<file path="config.mk">
export PLATFORM = sky130hd
export DESIGN_NAME = tir_readout
export DESIGN_NICKNAME = d
export VERILOG_FILES = /design/src/tir_readout.v
export VERILOG_INCLUDE_DIRS = /design/src
export SDC_FILE = /design/constraint.sdc
export NUM_CORES = 2
export LEC_CHECK = 0
export ABC_CLOCK_PERIOD_IN_PS = 22400
export BUFFER_PORTS_ARGS = -buffer_cell sky130_fd_sc_hd__buf_2
export CORE_UTILIZATION = 55
export DETAILED_ROUTE_END_ITERATION = 12
export HOLD_SLACK_MARGIN = 0.06
export PLACE_DENSITY = 0.75
export SYNTH_ARGS = -nofsm -noshare
export SYNTH_HDL_FRONTEND = slang
export SYNTH_SLANG_ARGS = --single-unit
</file>
<file path="constraint.sdc">
create_clock -name mclk_i -period 22.4 [get_ports mclk_i]
set_clock_uncertainty 0.2 [all_clocks]
set_input_delay 1.12 -clock mclk_i [delete_from_list [all_inputs] [get_ports mclk_i]]
set_output_delay 1.12 -clock mclk_i [all_outputs]
set_load 0.05 [all_outputs]
</file>
<file path="src/tir_defs.vh">
// Constants for the thermistor readout block: map, fields, resets, timing
`ifndef TIR_DEFS_VH
`define TIR_DEFS_VH
`define TIR_CLK_NS 4
`define TIR_SLOW_NS 125000000
`define TIR_FAST_NS 4000000
`define TIR_NCHAN 8
`define TIR_AW 8
`define TIR_A_STATUS 8'h00
`define TIR_A_CONFIG 8'h04
`define TIR_A_SCALE 8'h08
`define TIR_A_RAWLIM 8'h0C
`define TIR_A_ENGMIN 8'h10
`define TIR_A_ENGMAX 8'h14
`define TIR_A_UPC 8'h18
`define TIR_A_RAW0 8'h20
`define TIR_A_SCL0 8'h40
`define TIR_A_END 8'h60
`define TIR_ST_SELFTEST 0
`define TIR_ST_NOSUPPLY 1
`define TIR_ST_CFGBAD 2
`define TIR_CF_CHAN_LSB 0
`define TIR_CF_TYPE_LSB 4
`define TIR_CF_FAHR 8
`define TIR_CF_FAST 9
`define TIR_CF_BURN_LSB 10
`define TIR_CONFIG_RST 32'h0000_0407
`define TIR_SENSOR_LAST 3'h5
`define TIR_BURN_OFF 2'h0
`define TIR_BURN_LOW 2'h1
`define TIR_BURN_HIGH 2'h2
`define TIR_SC_EN 0
`define TIR_SC_CLAMP 1
`define TIR_RAWLIM_RST 32'h7FFF_8000
`define TIR_ENGMIN_RST 32'h0000_0000
`define TIR_ENGMAX_RST 32'h0000_0064
`define TIR_C_MIN 16'hFE70
`define TIR_C_MAX 16'h05DC
`define TIR_F_MAX 16'h0BCC
`define TIR_F_OFFS 16'h0140
`define TIR_RAW_LO 16'h8000
`define TIR_RAW_HI 16'h7FFF
`define TIR_FRAC 16
`define TIR_DIV_STEPS 6'h31
`define TIR_RESP_OKAY 2'h0
`define TIR_RESP_SLVERR 2'h2
`endif

</file>
<file path="src/tir_readout.v">
// Thermistor input readout: sequencer, status flags, scaling, AXI4-Lite registers
`timescale 1ns/1ps
`include "tir_defs.vh"
module tir_readout #(
  parameter SLOW_CYC = `TIR_SLOW_NS / `TIR_CLK_NS,
  parameter FAST_CYC = `TIR_FAST_NS / `TIR_CLK_NS
) (
  input wire mclk_i,
  input wire rst_n_i,
  input wire [7:0] s_axi_awaddr_i,
  input wire s_axi_awvalid_i,
  output wire s_axi_awready_o,
  input wire [31:0] s_axi_wdata_i,
  input wire [3:0] s_axi_wstrb_i,
  input wire s_axi_wvalid_i,
  output wire s_axi_wready_o,
  output reg [1:0] s_axi_bresp_o,
  output reg s_axi_bvalid_o,
  input wire s_axi_bready_i,
  input wire [7:0] s_axi_araddr_i,
  input wire s_axi_arvalid_i,
  output wire s_axi_arready_o,
  output reg [31:0] s_axi_rdata_o,
  output reg [1:0] s_axi_rresp_o,
  output reg s_axi_rvalid_o,
  input wire s_axi_rready_i,
  output reg conv_start_o,
  output reg [2:0] conv_chan_o,
  output reg [2:0] conv_type_o,
  output reg conv_fast_o,
  input wire meas_valid_i,
  input wire [2:0] meas_chan_i,
  input wire [15:0] meas_temp_c_i,
  input wire meas_open_i,
  input wire self_test_fail_i,
  input wire supply_ok_i
);

  // Register bus state
  reg aw_got_ff;
  reg w_got_ff;
  reg [7:0] awaddr_ff;
  reg [31:0] wdata_ff;
  reg [3:0] wstrb_ff;
  reg [31:0] cfg_shadow_ff;
  reg [31:0] cfg_ff;
  reg [1:0] scale_ff;
  reg [31:0] rawlim_ff;
  reg [31:0] engmin_ff;
  reg [31:0] engmax_ff;
  reg cfg_bad_ff;
  reg cfg_pend_ff;
  reg [31:0] upc_ff;
  // Sequencer and per channel state
  reg [31:0] tick_ff;
  reg [2:0] chan_ff;
  reg [7:0] range_ff;
  reg [7:0] open_ff;
  reg [15:0] raw_mem [0:7];
  reg [31:0] scl_mem [0:7];
  // Divider state
  reg div_busy_ff;
  reg [5:0] div_cnt_ff;
  reg [48:0] div_quo_ff;
  reg [17:0] div_rem_ff;
  reg [16:0] div_den_ff;
  reg div_neg_ff;

  wire do_write;
  wire do_read;
  wire [31:0] wmask;
  wire [2:0] act_last;
  wire [2:0] act_type;
  wire act_fahr;
  wire act_fast;
  wire [1:0] act_burn;
  wire cfg_legal;
  wire sweep_start;
  wire [31:0] tick_lim;
  wire [23:0] status;
  wire signed [15:0] raw_min;
  wire signed [15:0] raw_max;

  assign s_axi_awready_o = !aw_got_ff && !s_axi_bvalid_o;
  assign s_axi_wready_o = !w_got_ff && !s_axi_bvalid_o;
  assign s_axi_arready_o = !s_axi_rvalid_o;
  assign do_write = aw_got_ff && w_got_ff && !s_axi_bvalid_o;
  assign do_read = s_axi_arvalid_i && !s_axi_rvalid_o;
  assign wmask = {{8{wstrb_ff[3]}}, {8{wstrb_ff[2]}}, {8{wstrb_ff[1]}}, {8{wstrb_ff[0]}}};
  assign act_last = cfg_ff[`TIR_CF_CHAN_LSB +: 3];
  assign act_type = cfg_ff[`TIR_CF_TYPE_LSB +: 3];
  assign act_fahr = cfg_ff[`TIR_CF_FAHR];
  assign act_fast = cfg_ff[`TIR_CF_FAST];
  assign act_burn = cfg_ff[`TIR_CF_BURN_LSB +: 2];
  assign raw_min = rawlim_ff[15:0];
  assign raw_max = rawlim_ff[31:16];
  assign cfg_legal = (cfg_shadow_ff[`TIR_CF_TYPE_LSB +: 3] <= `TIR_SENSOR_LAST) &&
                     (cfg_shadow_ff[`TIR_CF_BURN_LSB +: 2] != 2'h3);
  // sample period from the rate setting
  assign tick_lim = act_fast ? FAST_CYC[31:0] : SLOW_CYC[31:0];
  // sweep wraps after the last enabled channel
  assign sweep_start = (tick_ff == tick_lim - 32'h1) && (chan_ff == act_last);
  // one 24-bit word, one byte per flag group
  // module byte, upper five bits zero
  assign status = {open_ff, range_ff, 5'h00, cfg_bad_ff, !supply_ok_i, self_test_fail_i};

  // Write address and data are taken independently
  always @(posedge mclk_i or negedge rst_n_i)
  begin
    if (!rst_n_i)
    begin
      aw_got_ff <= 1'b0;
      w_got_ff <= 1'b0;
      awaddr_ff <= 8'h00;
      wdata_ff <= 32'h0000_0000;
      wstrb_ff <= 4'h0;
      s_axi_bvalid_o <= 1'b0;
      s_axi_bresp_o <= `TIR_RESP_OKAY;
    end
    else
    begin
      if (s_axi_awvalid_i && s_axi_awready_o)
      begin
        aw_got_ff <= 1'b1;
        awaddr_ff <= s_axi_awaddr_i;
      end
      if (s_axi_wvalid_i && s_axi_wready_o)
      begin
        w_got_ff <= 1'b1;
        wdata_ff <= s_axi_wdata_i;
        wstrb_ff <= s_axi_wstrb_i;
      end
      if (do_write)
      begin
        aw_got_ff <= 1'b0;
        w_got_ff <= 1'b0;
        s_axi_bvalid_o <= 1'b1;
        if ({awaddr_ff[7:2], 2'b00} == `TIR_A_CONFIG || {awaddr_ff[7:2], 2'b00} == `TIR_A_SCALE ||
            {awaddr_ff[7:2], 2'b00} == `TIR_A_RAWLIM || {awaddr_ff[7:2], 2'b00} == `TIR_A_ENGMIN ||
            {awaddr_ff[7:2], 2'b00} == `TIR_A_ENGMAX)
          s_axi_bresp_o <= `TIR_RESP_OKAY;
        else
          s_axi_bresp_o <= `TIR_RESP_SLVERR;
      end
      else if (s_axi_bvalid_o && s_axi_bready_i)
        s_axi_bvalid_o <= 1'b0;
    end
  end

  // Config writes land in a shadow; the sequencer adopts them at sweep start
  always @(posedge mclk_i or negedge rst_n_i)
  begin
    if (!rst_n_i)
    begin
      cfg_shadow_ff <= `TIR_CONFIG_RST;
      cfg_ff <= `TIR_CONFIG_RST;
      scale_ff <= 2'h0;
      rawlim_ff <= `TIR_RAWLIM_RST;
      engmin_ff <= `TIR_ENGMIN_RST;
      engmax_ff <= `TIR_ENGMAX_RST;
      cfg_pend_ff <= 1'b0;
      cfg_bad_ff <= 1'b1;
    end
    else
    begin
      if (do_write)
      begin
        if ({awaddr_ff[7:2], 2'b00} == `TIR_A_CONFIG)
          cfg_shadow_ff <= (cfg_shadow_ff & ~wmask) | (wdata_ff & wmask);
        else if ({awaddr_ff[7:2], 2'b00} == `TIR_A_SCALE)
          scale_ff <= wstrb_ff[0] ? wdata_ff[1:0] : scale_ff;
        else if ({awaddr_ff[7:2], 2'b00} == `TIR_A_RAWLIM)
          rawlim_ff <= (rawlim_ff & ~wmask) | (wdata_ff & wmask);
        else if ({awaddr_ff[7:2], 2'b00} == `TIR_A_ENGMIN)
          engmin_ff <= (engmin_ff & ~wmask) | (wdata_ff & wmask);
        else if ({awaddr_ff[7:2], 2'b00} == `TIR_A_ENGMAX)
          engmax_ff <= (engmax_ff & ~wmask) | (wdata_ff & wmask);
      end
      // any accepted setting write makes the module stale
      if (do_write && {awaddr_ff[7:2], 2'b00} >= `TIR_A_CONFIG &&
          {awaddr_ff[7:2], 2'b00} <= `TIR_A_ENGMAX)
      begin
        cfg_pend_ff <= 1'b1;
        cfg_bad_ff <= 1'b1;
      end
      else if (cfg_pend_ff && sweep_start && !div_busy_ff && cfg_legal)
      begin
        cfg_ff <= cfg_shadow_ff;
        cfg_pend_ff <= 1'b0;
        cfg_bad_ff <= 1'b0;
      end
    end
  end

  // Reads answer one cycle after the address is taken
  always @(posedge mclk_i or negedge rst_n_i)
  begin
    if (!rst_n_i)
    begin
      s_axi_rvalid_o <= 1'b0;
      s_axi_rdata_o <= 32'h0000_0000;
      s_axi_rresp_o <= `TIR_RESP_OKAY;
    end
    else if (do_read)
    begin
      s_axi_rvalid_o <= 1'b1;
      s_axi_rresp_o <= `TIR_RESP_OKAY;
      if ({s_axi_araddr_i[7:2], 2'b00} == `TIR_A_STATUS)
        s_axi_rdata_o <= {8'h00, status};
      else if ({s_axi_araddr_i[7:2], 2'b00} == `TIR_A_CONFIG)
        s_axi_rdata_o <= cfg_shadow_ff;
      else if ({s_axi_araddr_i[7:2], 2'b00} == `TIR_A_SCALE)
        s_axi_rdata_o <= {30'h0000_0000, scale_ff};
      else if ({s_axi_araddr_i[7:2], 2'b00} == `TIR_A_RAWLIM)
        s_axi_rdata_o <= rawlim_ff;
      else if ({s_axi_araddr_i[7:2], 2'b00} == `TIR_A_ENGMIN)
        s_axi_rdata_o <= engmin_ff;
      else if ({s_axi_araddr_i[7:2], 2'b00} == `TIR_A_ENGMAX)
        s_axi_rdata_o <= engmax_ff;
      else if ({s_axi_araddr_i[7:2], 2'b00} == `TIR_A_UPC)
        s_axi_rdata_o <= upc_ff;
      // raw word sign-extended into the bus word
      else if (s_axi_araddr_i >= `TIR_A_RAW0 && s_axi_araddr_i < `TIR_A_SCL0)
        s_axi_rdata_o <= {{16{raw_mem[s_axi_araddr_i[4:2]][15]}}, raw_mem[s_axi_araddr_i[4:2]]};
      else if (s_axi_araddr_i >= `TIR_A_SCL0 && s_axi_araddr_i < `TIR_A_END)
        s_axi_rdata_o <= scl_mem[s_axi_araddr_i[4:2]];
      else
      begin
        s_axi_rdata_o <= 32'h0000_0000;
        s_axi_rresp_o <= `TIR_RESP_SLVERR;
      end
    end
    else if (s_axi_rvalid_o && s_axi_rready_i)
      s_axi_rvalid_o <= 1'b0;
  end

  // factor = (eng span << 16) / raw span, recomputed after each limit write
  // Serial divider trades 51 cycles of latency for no wide combinational divide
  always @(posedge mclk_i or negedge rst_n_i)
  begin : div_blk
    reg [33:0] span_e;
    reg [16:0] span_r;
    reg [17:0] rem_sh;
    span_e = 34'h0_0000_0000;
    span_r = 17'h0_0000;
    rem_sh = 18'h0_0000;
    if (!rst_n_i)
    begin
      div_busy_ff <= 1'b1;
      div_cnt_ff <= 6'h00;
      div_quo_ff <= 49'h0_0000_0000_0000;
      div_rem_ff <= 18'h0_0000;
      div_den_ff <= 17'h0_0000;
      div_neg_ff <= 1'b0;
      upc_ff <= 32'h0000_0000;
    end
    else if (do_write && ({awaddr_ff[7:2], 2'b00} == `TIR_A_RAWLIM ||
             {awaddr_ff[7:2], 2'b00} == `TIR_A_ENGMIN || {awaddr_ff[7:2], 2'b00} == `TIR_A_ENGMAX))
    begin
      div_busy_ff <= 1'b1;
      div_cnt_ff <= 6'h00;
    end
    else if (div_busy_ff && div_cnt_ff == 6'h00)
    begin
      span_e = {engmax_ff[31], engmax_ff[31], engmax_ff} - {engmin_ff[31], engmin_ff[31], engmin_ff};
      span_r = {raw_max[15], raw_max} - {raw_min[15], raw_min};
      div_neg_ff <= span_e[33] ^ span_r[16];
      div_quo_ff <= {(span_e[33] ? -span_e[32:0] : span_e[32:0]), 16'h0000};
      div_den_ff <= span_r[16] ? -span_r : span_r;
      div_rem_ff <= 18'h0_0000;
      div_cnt_ff <= 6'h01;
    end
    else if (div_busy_ff && div_cnt_ff <= `TIR_DIV_STEPS)
    begin
      rem_sh = {div_rem_ff[16:0], div_quo_ff[48]};
      if (rem_sh >= {1'b0, div_den_ff})
      begin
        div_rem_ff <= rem_sh - {1'b0, div_den_ff};
        div_quo_ff <= {div_quo_ff[47:0], 1'b1};
      end
      else
      begin
        div_rem_ff <= rem_sh;
        div_quo_ff <= {div_quo_ff[47:0], 1'b0};
      end
      div_cnt_ff <= div_cnt_ff + 6'h01;
    end
    else if (div_busy_ff)
    begin
      // Zero raw span gives a zero factor rather than garbage
      if (div_den_ff == 17'h0_0000)
        upc_ff <= 32'h0000_0000;
      else
        upc_ff <= div_neg_ff ? -div_quo_ff[31:0] : div_quo_ff[31:0];
      div_busy_ff <= 1'b0;
    end
  end

  // Sample pacing and channel rotation
  always @(posedge mclk_i or negedge rst_n_i)
  begin
    if (!rst_n_i)
    begin
      tick_ff <= 32'h0000_0000;
      chan_ff <= 3'h0;
      conv_start_o <= 1'b0;
      conv_chan_o <= 3'h0;
      conv_type_o <= 3'h0;
      conv_fast_o <= 1'b0;
    end
    else
    begin
      conv_start_o <= 1'b0;
      if (tick_ff >= tick_lim - 32'h1)
      begin
        tick_ff <= 32'h0000_0000;
        // only channels up to the count are converted
        chan_ff <= (chan_ff >= act_last) ? 3'h0 : chan_ff + 3'h1;
        conv_start_o <= 1'b1;
        conv_chan_o <= (chan_ff >= act_last) ? 3'h0 : chan_ff + 3'h1;
        // converter linearizes for the chosen sensor
        conv_type_o <= act_type;
        // converter runs at the chosen rate
        conv_fast_o <= act_fast;
      end
      else
        tick_ff <= tick_ff + 32'h0000_0001;
    end
  end

  // Per channel result capture
  genvar g;
  generate
    for (g = 0; g < `TIR_NCHAN; g = g + 1)
    begin : ch
      reg signed [15:0] deg;
      reg signed [19:0] f_wide;
      reg signed [15:0] hi;
      reg signed [15:0] word;
      reg signed [16:0] diff;
      reg signed [48:0] prod;
      reg signed [31:0] scl;
      reg over;
      always @*
      begin
        // Fahrenheit tenths are C*9/5 + 320
        // C span -400..1500, F span -400..3020
        // Widened so the times-nine product cannot wrap
        f_wide = ($signed({{4{meas_temp_c_i[15]}}, meas_temp_c_i}) * 20'sd9) / 20'sd5;
        deg = act_fahr ? f_wide[15:0] + `TIR_F_OFFS : meas_temp_c_i;
        hi = act_fahr ? `TIR_F_MAX : `TIR_C_MAX;
        over = ($signed(meas_temp_c_i) < $signed(`TIR_C_MIN)) ||
               ($signed(meas_temp_c_i) > $signed(`TIR_C_MAX));
        // broken loop forces the word low or high
        if (meas_open_i && act_burn == `TIR_BURN_LOW)
          word = `TIR_RAW_LO;
        else if (meas_open_i && act_burn == `TIR_BURN_HIGH)
          word = `TIR_RAW_HI;
        else if (over)
          word = ($signed(meas_temp_c_i) < $signed(`TIR_C_MIN)) ? $signed(`TIR_C_MIN) : hi;
        else
          word = deg;
        // linear map from raw limits onto engineering limits
        diff = {word[15], word} - {raw_min[15], raw_min};
        prod = diff * $signed(upc_ff);
        scl = prod[47:16] + $signed(engmin_ff);
        if (scale_ff[`TIR_SC_CLAMP] && scl < $signed(engmin_ff))
          scl = engmin_ff;
        else if (scale_ff[`TIR_SC_CLAMP] && scl > $signed(engmax_ff))
          scl = engmax_ff;
      end
      always @(posedge mclk_i or negedge rst_n_i)
      begin
        if (!rst_n_i)
        begin
          raw_mem[g] <= 16'h0000;
          scl_mem[g] <= 32'h0000_0000;
          range_ff[g] <= 1'b0;
          open_ff[g] <= 1'b0;
        end
        else if (meas_valid_i && {29'h0, meas_chan_i} == g && meas_chan_i <= act_last)
        begin
          raw_mem[g] <= word;
          // scaled value only while scaling is enabled
          scl_mem[g] <= scale_ff[`TIR_SC_EN] ? scl : 32'h0000_0000;
          // out-of-range flag at bit of its channel
          range_ff[g] <= over && !meas_open_i;
          // broken-loop flag at bit of its channel
          open_ff[g] <= meas_open_i && (act_burn != `TIR_BURN_OFF);
        end
      end
    end
  endgenerate

endmodule // tir_readout

</file>
* Word-level counts from Yosys, hierarchy flattened *
Index checks and enable logic that the tools add are counted.

cells by class
  mux-type cells = 64
  reduce and logical (&&, ||, !) cells = 79
  eq/ne operators = 25
  magnitude comparators = 17
  bitwise operators = 20
  divide/modulo/power cells = 1
  $add $sub $neg = 13
  multiply operators = 2

operator list
  operator                 number
  $mux W32                 17
  $and A32 B32 Y32         5
  $or A32 B32 Y32          4
  $mux W16                 7
  $mux W49                 2
  $bmux W32 S3             1
  $mux W17                 4
  $bmux W16 S3             1
  $mul A17 B32 Y48         1
  $logic_and A1 B1 Y1      43
  $sub A16 B16 Y17         2
  $mux W33                 1
  $neg A33 Y33             1
  $sub A32 B32 Y33         1
  $add A32 B1 Y32 const B  1
  $add A32 B32 Y32         1
  $eq A32 B32 Y1           1
  $ge A32 B32 Y1           1
  $gt A32 B32 Y1           1
  $lt A32 B32 Y1           1
  $neg A32 Y32             1
  $not A32 Y32             1
  $eq A6 B3 Y1 const B     5
  $sub A25 B1 Y26 const B  1
  other kinds (49)         117

word-level totals
  word-level logic and storage cells = 283
  input bits = 82
  bits in registers = 791
  output and inout bits = 49

* Logic depth before layout (Yosys ltp) *
  depth after elaboration = 15
  mapped depth = 125

* Worst setup path before layout *
OpenSTA, ideal clock, no wires.

  path kind = input-to-reg
  start = input meas_temp_c_i[1]
  end = register scl_mem[159] in the netlist's numbering
  arrival time = 24874 ps
  library setup time = 125 ps
  data required time = 22075 ps
  stages on the path = 111
  buffers on the path = 7
  slack = -2799 ps
  cells stage by stage = ha_1 ha_1 inv_1 fa_1 nand2b_1 a21oi_1 xor2_1 or4b_4 or4_4 o211a_1 or2_1 buf_2 a211oi_2 a211o_1 buf_2 a21oi_1 or4_4 a2111oi_2 (+75 left out) a21boi_0 o21ai_0 a21boi_0 o21ai_0 a21oi_1 nor2b_1 o311ai_0 ha_1 nand4_1 or2_2 nor3_1 nand2_1 o311ai_1 clkbuf_1 clkbuf_1 o21ai_0 a22o_1 mux2_2

between the ends
  cells in the longest elaborated chain, start to end = 15
  elaborated cells between the ends (all ways) = 21
  those cells by class = add/sub (3); mul (2); div (1); order compare (4); mux (8); reduce/logical (3)

RTL lines
  element                           line               RTL
  start: declaration                tir_readout.v:33   input wire [15:0] meas_temp_c_i,
  $mul A16 B5 Y20                   -
  $div A20 B4 Y20                   -
  $add A16 B9 Y16 (no source line)  -
  $mux W16                          -
  $mux W16 (*) (3 in series)        -
  via ch[0].word[2]                 tir_readout.v:339  reg signed [15:0] word;
  $sub A16 B16 Y17 (*)              tir_readout.v:364  diff = {word[15], word} - {raw_min[15], raw_min};
  $mul A17 B32 Y48 (*)              tir_readout.v:365  prod = diff * $signed(upc_ff);
  $add A32 B32 Y32 (*)              tir_readout.v:366  scl = prod[47:16] + $signed(engmin_ff);
  $gt A32 B32 Y1                    tir_readout.v:369  else if (scale_ff[`TIR_SC_CLAMP] && scl > $signed(engmax_ff))
  $logic_and A1 B1 Y1               tir_readout.v:369
  $mux W32                          tir_readout.v:369
  $mux W32 (*)                      tir_readout.v:367  if (scale_ff[`TIR_SC_CLAMP] && scl < $signed(engmin_ff))
  $mux W32 (*)                      tir_readout.v:385  scl_mem[g] <= scale_ff[`TIR_SC_EN] ? scl : 32'h0000_0000;
  end signal: indexed assignment    tir_readout.v:385
  end: declaration                  tir_readout.v:60   reg [31:0] scl_mem [0:7];

Mark *: on every way through the listed nets, which the timed path passes. The rest lies on a longest branch.
A chain may end at the register's enable or synchronous reset.

* Worst setup path in the final report *
  start = input meas_temp_c_i[4]
  end = register scl_mem[187] in the netlist's numbering

between the ends
  cells in the longest elaborated chain, start to end = 15
  elaborated cells between the ends (all ways) = 21
  those cells by class = add/sub (3); mul (2); div (1); order compare (4); mux (8); reduce/logical (3)

RTL lines
  element                           line               RTL
  $mul A16 B5 Y20                   tir_readout.v:349  f_wide = ($signed({{4{meas_temp_c_i[15]}}, meas_temp_c_i}) * 20'sd9) / 20'sd5;
  $div A20 B4 Y20                   tir_readout.v:349
  $add A16 B9 Y16 (no source line)  -
  $mux W16                          tir_readout.v:350  deg = act_fahr ? f_wide[15:0] + `TIR_F_OFFS : meas_temp_c_i;
  $mux W16 (*)                      tir_readout.v:359  else if (over)
  $mux W16 (*)                      tir_readout.v:357  else if (meas_open_i && act_burn == `TIR_BURN_HIGH)
  $mux W16 (*)                      tir_readout.v:355  if (meas_open_i && act_burn == `TIR_BURN_LOW)
  $sub A16 B16 Y17 (*)              tir_readout.v:364
  $mul A17 B32 Y48 (*)              tir_readout.v:365
  $add A32 B32 Y32 (*)              tir_readout.v:366
  $gt A32 B32 Y1                    tir_readout.v:369
  $logic_and A1 B1 Y1               tir_readout.v:369
  $mux W32                          tir_readout.v:369
  $mux W32 (*)                      tir_readout.v:367
  $mux W32 (*)                      tir_readout.v:385

Every way passes the cells marked *; elsewhere a longest branch is shown, timed or not.

==> summary.md <==
| Metric | Value |
|---|---|
| Post-route design area | `about 80000 um^2` |
| CTS tree | `done` |
| Post-synthesis register bit count | `785` |
| Worst EP required | `22.76 ns` |
| Initial core utilization | `0.5571` |
| Finished Layout Cells | `~9300` |
| Critical path's largest stage delay | `0.56 ns` |
| ANT nets after route | `0` |
| Largest net degree at the start of global routing | `between 150 and 200` |
| Grt ovf | `0` |
| Crit start category | `input pin` |
| Post-synth EDFFs | `0` |
| Slew Viols, Final | `0` |
| Crit share post-route | `1.048` |
| Seq/Total Area, Yosys | `0.2980` |
| Setup Crit Path Kind | `input pin to flip-flop` |
| Final-report hold violation count | `0` |
| Worst Slack Setup Final | `-1.076 ns` |
| Setup Slack @ Placement | `-2.707 ns` |
| Setup tns final | `-251.39 ns` |
| Area Growth Syn to Fin | `19.13%` |
| Least-Margin Pin Slew | `approximately 1.3 ns` |
| Arrival @ worst endpoint | `roughly 24 ns` |
| Synthesized area | `around 66000 um^2` |
| H-tree depth | `3` |
| Die ar. | `121500 um^2` |
| CP endpoint kind | `flip-flop` |
| CP max FO | `8` |
| FFs w/ async S/R, synth | `1.000` |
| Routed wire per std cell | `22.37 um` |
| Initial antenna violation count | `13` |
| Vias in the first global route | `roughly 56000` |
| Synth cell types | `119` |
| DIE HEIGHT | `between 300 and 400 um` |
| Placer's final routability congestion estimate | `about 0.96` |
| Clock latency on the worst-skew pair | `between 0.6 and 0.7 ns` |
| Reg clk slew, reported paths | `0.06 ns` |
| Drc violations | `0` |
| Routed vias/inst | `6.026` |
| Share of cells above drive strength 1 | `0.2508` |
| Port bufs | `124` |
| Slowest cell on the critical path | `or4_4` |
| RSZ-0062 raised after global routing | `true` |
| Nets | `8536` |
| Synthesized area per cell | `between 9 and 10 um^2` |
| Most common cell in the netlist | `nand2_1` |
| Num Clock Sinks | `785` |
| Via count | `between 50000 and 60000` |
| Yosys top cell area share | `0.2864` |
| Top cells by count, synth | `nand2_1 (1109), inv_1 (798), dfrtp_1 (756)` |
| Primary FF master, synth | `dfrtp_1` |
| # rows | `~130` |
| Max cap viols | `0` |
| Die X | `approximately 350 um` |
| Min-delay worst type | `flip-flop to flip-flop` |
| Clock buffer depth | `3` |
| CTS Hold Buffers Added | `0` |
| Synth top area cells | `dfrtp_1 (29%), fa_1 (16%), ha_1 (6.6%)` |
| Final WL | `207100 um` |
| Status | `complete, but fails checks` |
| First-iteration detailed-routing DRC count | `5161` |
| Relative slew slack | `0.1583` |
| Leading area contributor after synthesis | `dfrtp_1` |
| Final setup fails | `256` |
| Top cell by count, worst path | `o21ai_2` |
| Core Area | `roughly 120000 um^2` |
| DP HPWL | `between 150000 and 200000 um` |
| DP Cell Count | `9003` |
| Mapped Cells | `approximately 7000` |
| Root Driver | `clkbuf_16` |
| Synth Warn # | `0` |
| Placed Instance Area | `73240 um^2` |
| First-pass GRT wire length | `~320000 um` |
| Total CTS buffers | `between 80 and 90` |
| Fmax | `roughly 0.043 GHz` |
| Failing checks | `setup timing` |
| First-pass iteration count of the detailed router | `6` |
| I/O pin count | `between 100 and 150` |
| Crit path time final | `between 20 and 25 ns` |
| GRT Total Usage | `0.3397` |
## cells by family after synthesis
| group | count (synthesis) | share of synthesized area |
|---|---|---|
| other | 1 | 0.00005678 |
| muxes | 575 | 0.1123 |
| xor gates and xnor gates | 268 | 0.03586 |
| adders and majority gates | 869 | 0.2237 |
| AOI/OAI and AO/OA | 1210 | 0.1174 |
| DFF | 785 | 0.2980 |
| and+or+nand+nor | 2116 | 0.1455 |
| buffers and inverters | 1169 | 0.06725 |
## worst paths after layout
| kind | from | endpoint | slack, ns | cells past startpoint |
|---|---|---|---|---|
| min reg2reg | tick_ff[0] | tick_ff[0] | 0.25 | 1 |
| max in group asynchronous | rst_n_i | raw_mem[30] | 18.64 | 4 |
| min in group asynchronous | rst_n_i | div_rem_ff[14] | 0.26 | 1 |
| max | meas_temp_c_i[4] | scl_mem[187] | -1.08 | 112 |
| max reg2reg | cfg_ff[10] | scl_mem[187] | 6.86 | 72 |
| min | tick_ff[0] | tick_ff[0] | 0.25 | 1 |
## metrics by stage
step             util  hold slack (ns)
2_1_floorplan       -           0.2251
3_3_place_gp   0.6178           0.2421
3_5_place_dp   0.6178           0.2507
4_1_cts        0.6526           0.2584
5_1_grt        0.6637           0.2771
6_report       0.6637           0.2534
## repair_timing
item,in CTS,in global routing
cloned,4,3
buffers inserted,52,48
pin swaps,118,153
resized for setup,152,196
setup endpoints to repair,256,256
## per-layer routing
| layer | vias to the layer above | share of wire | GRT usage |
|---|---|---|---|
| met4 | 16 | 0.042 | 0.1257 |
| met5 | - | 0.00053 | 0 |
| met1 | 27990 | 0.40 | 0.4686 |
| met3 | 522 | 0.10 | 0.08090 |
| li1 | 24590 | - | - |
| met2 | 2666 | 0.45 | 0.5218 |
## worst max-delay path: cells and delay by family
family / cells / cell delay (ns)
AO/OA/AOI/OAI: 50 / 8.05
AND/OR/NAND/NOR: 25 / 5.97
adder cells (fa/ha/maj): 15 / 5.43
buffers and inverters: 16 / 2.22
XOR/XNOR: 5 / 0.88
multiplexers: 1 / 0.13
## layout make-up
| cell class | count | area [um^2] |
|---|---|---|
| multi-input combinational | 5046 | 44260 |
| fill | 9044 | 39870 |
| sequential | 785 | 19680 |
| timing repair buffer | 873 | 6734 |
| inverter | 798 | 2998 |
| clock buffer | 114 | 2333 |
| tap | 1600 | 2002 |
| clock inverter | 39 | 666.9 |
| antenna | 2 | 5.005 |
## placed cells by master (no fill, tap or decap), types with 19 or more instances in the layout
master / instances
nand2_1: 1091
inv_1: 791
dfrtp_1: 756
buf_4: 701
fa_1: 519
mux2_2: 341
o21ai_0: 334
ha_1: 326
nor2_1: 307
a21oi_1: 184
and2_1: 130
xnor2_1: 121
buf_2: 118
xor2_1: 112
mux2i_1: 103
nor2b_1: 99
mux4_2: 95
clkbuf_16: 85
nand3_1: 83
o21ai_1: 75
a21o_1: 67
nor3_1: 50
o22ai_1: 48
o21ai_2: 43
nand2b_1: 41
o31ai_1: 40
and3_1: 39
a221oi_1: 34
or3_1: 33
a21oi_2: 33
nand4_1: 32
o211ai_1: 31
dfstp_2: 29
a31oi_1: 28
mux2_4: 27
or2_2: 26
buf_6: 26
nor4_1: 23
o21a_1: 23
a211oi_2: 19
Power is left out: the tool's default activity adds up to more than one toggle a clock period on the data nets, which glitch-free logic cannot reach.
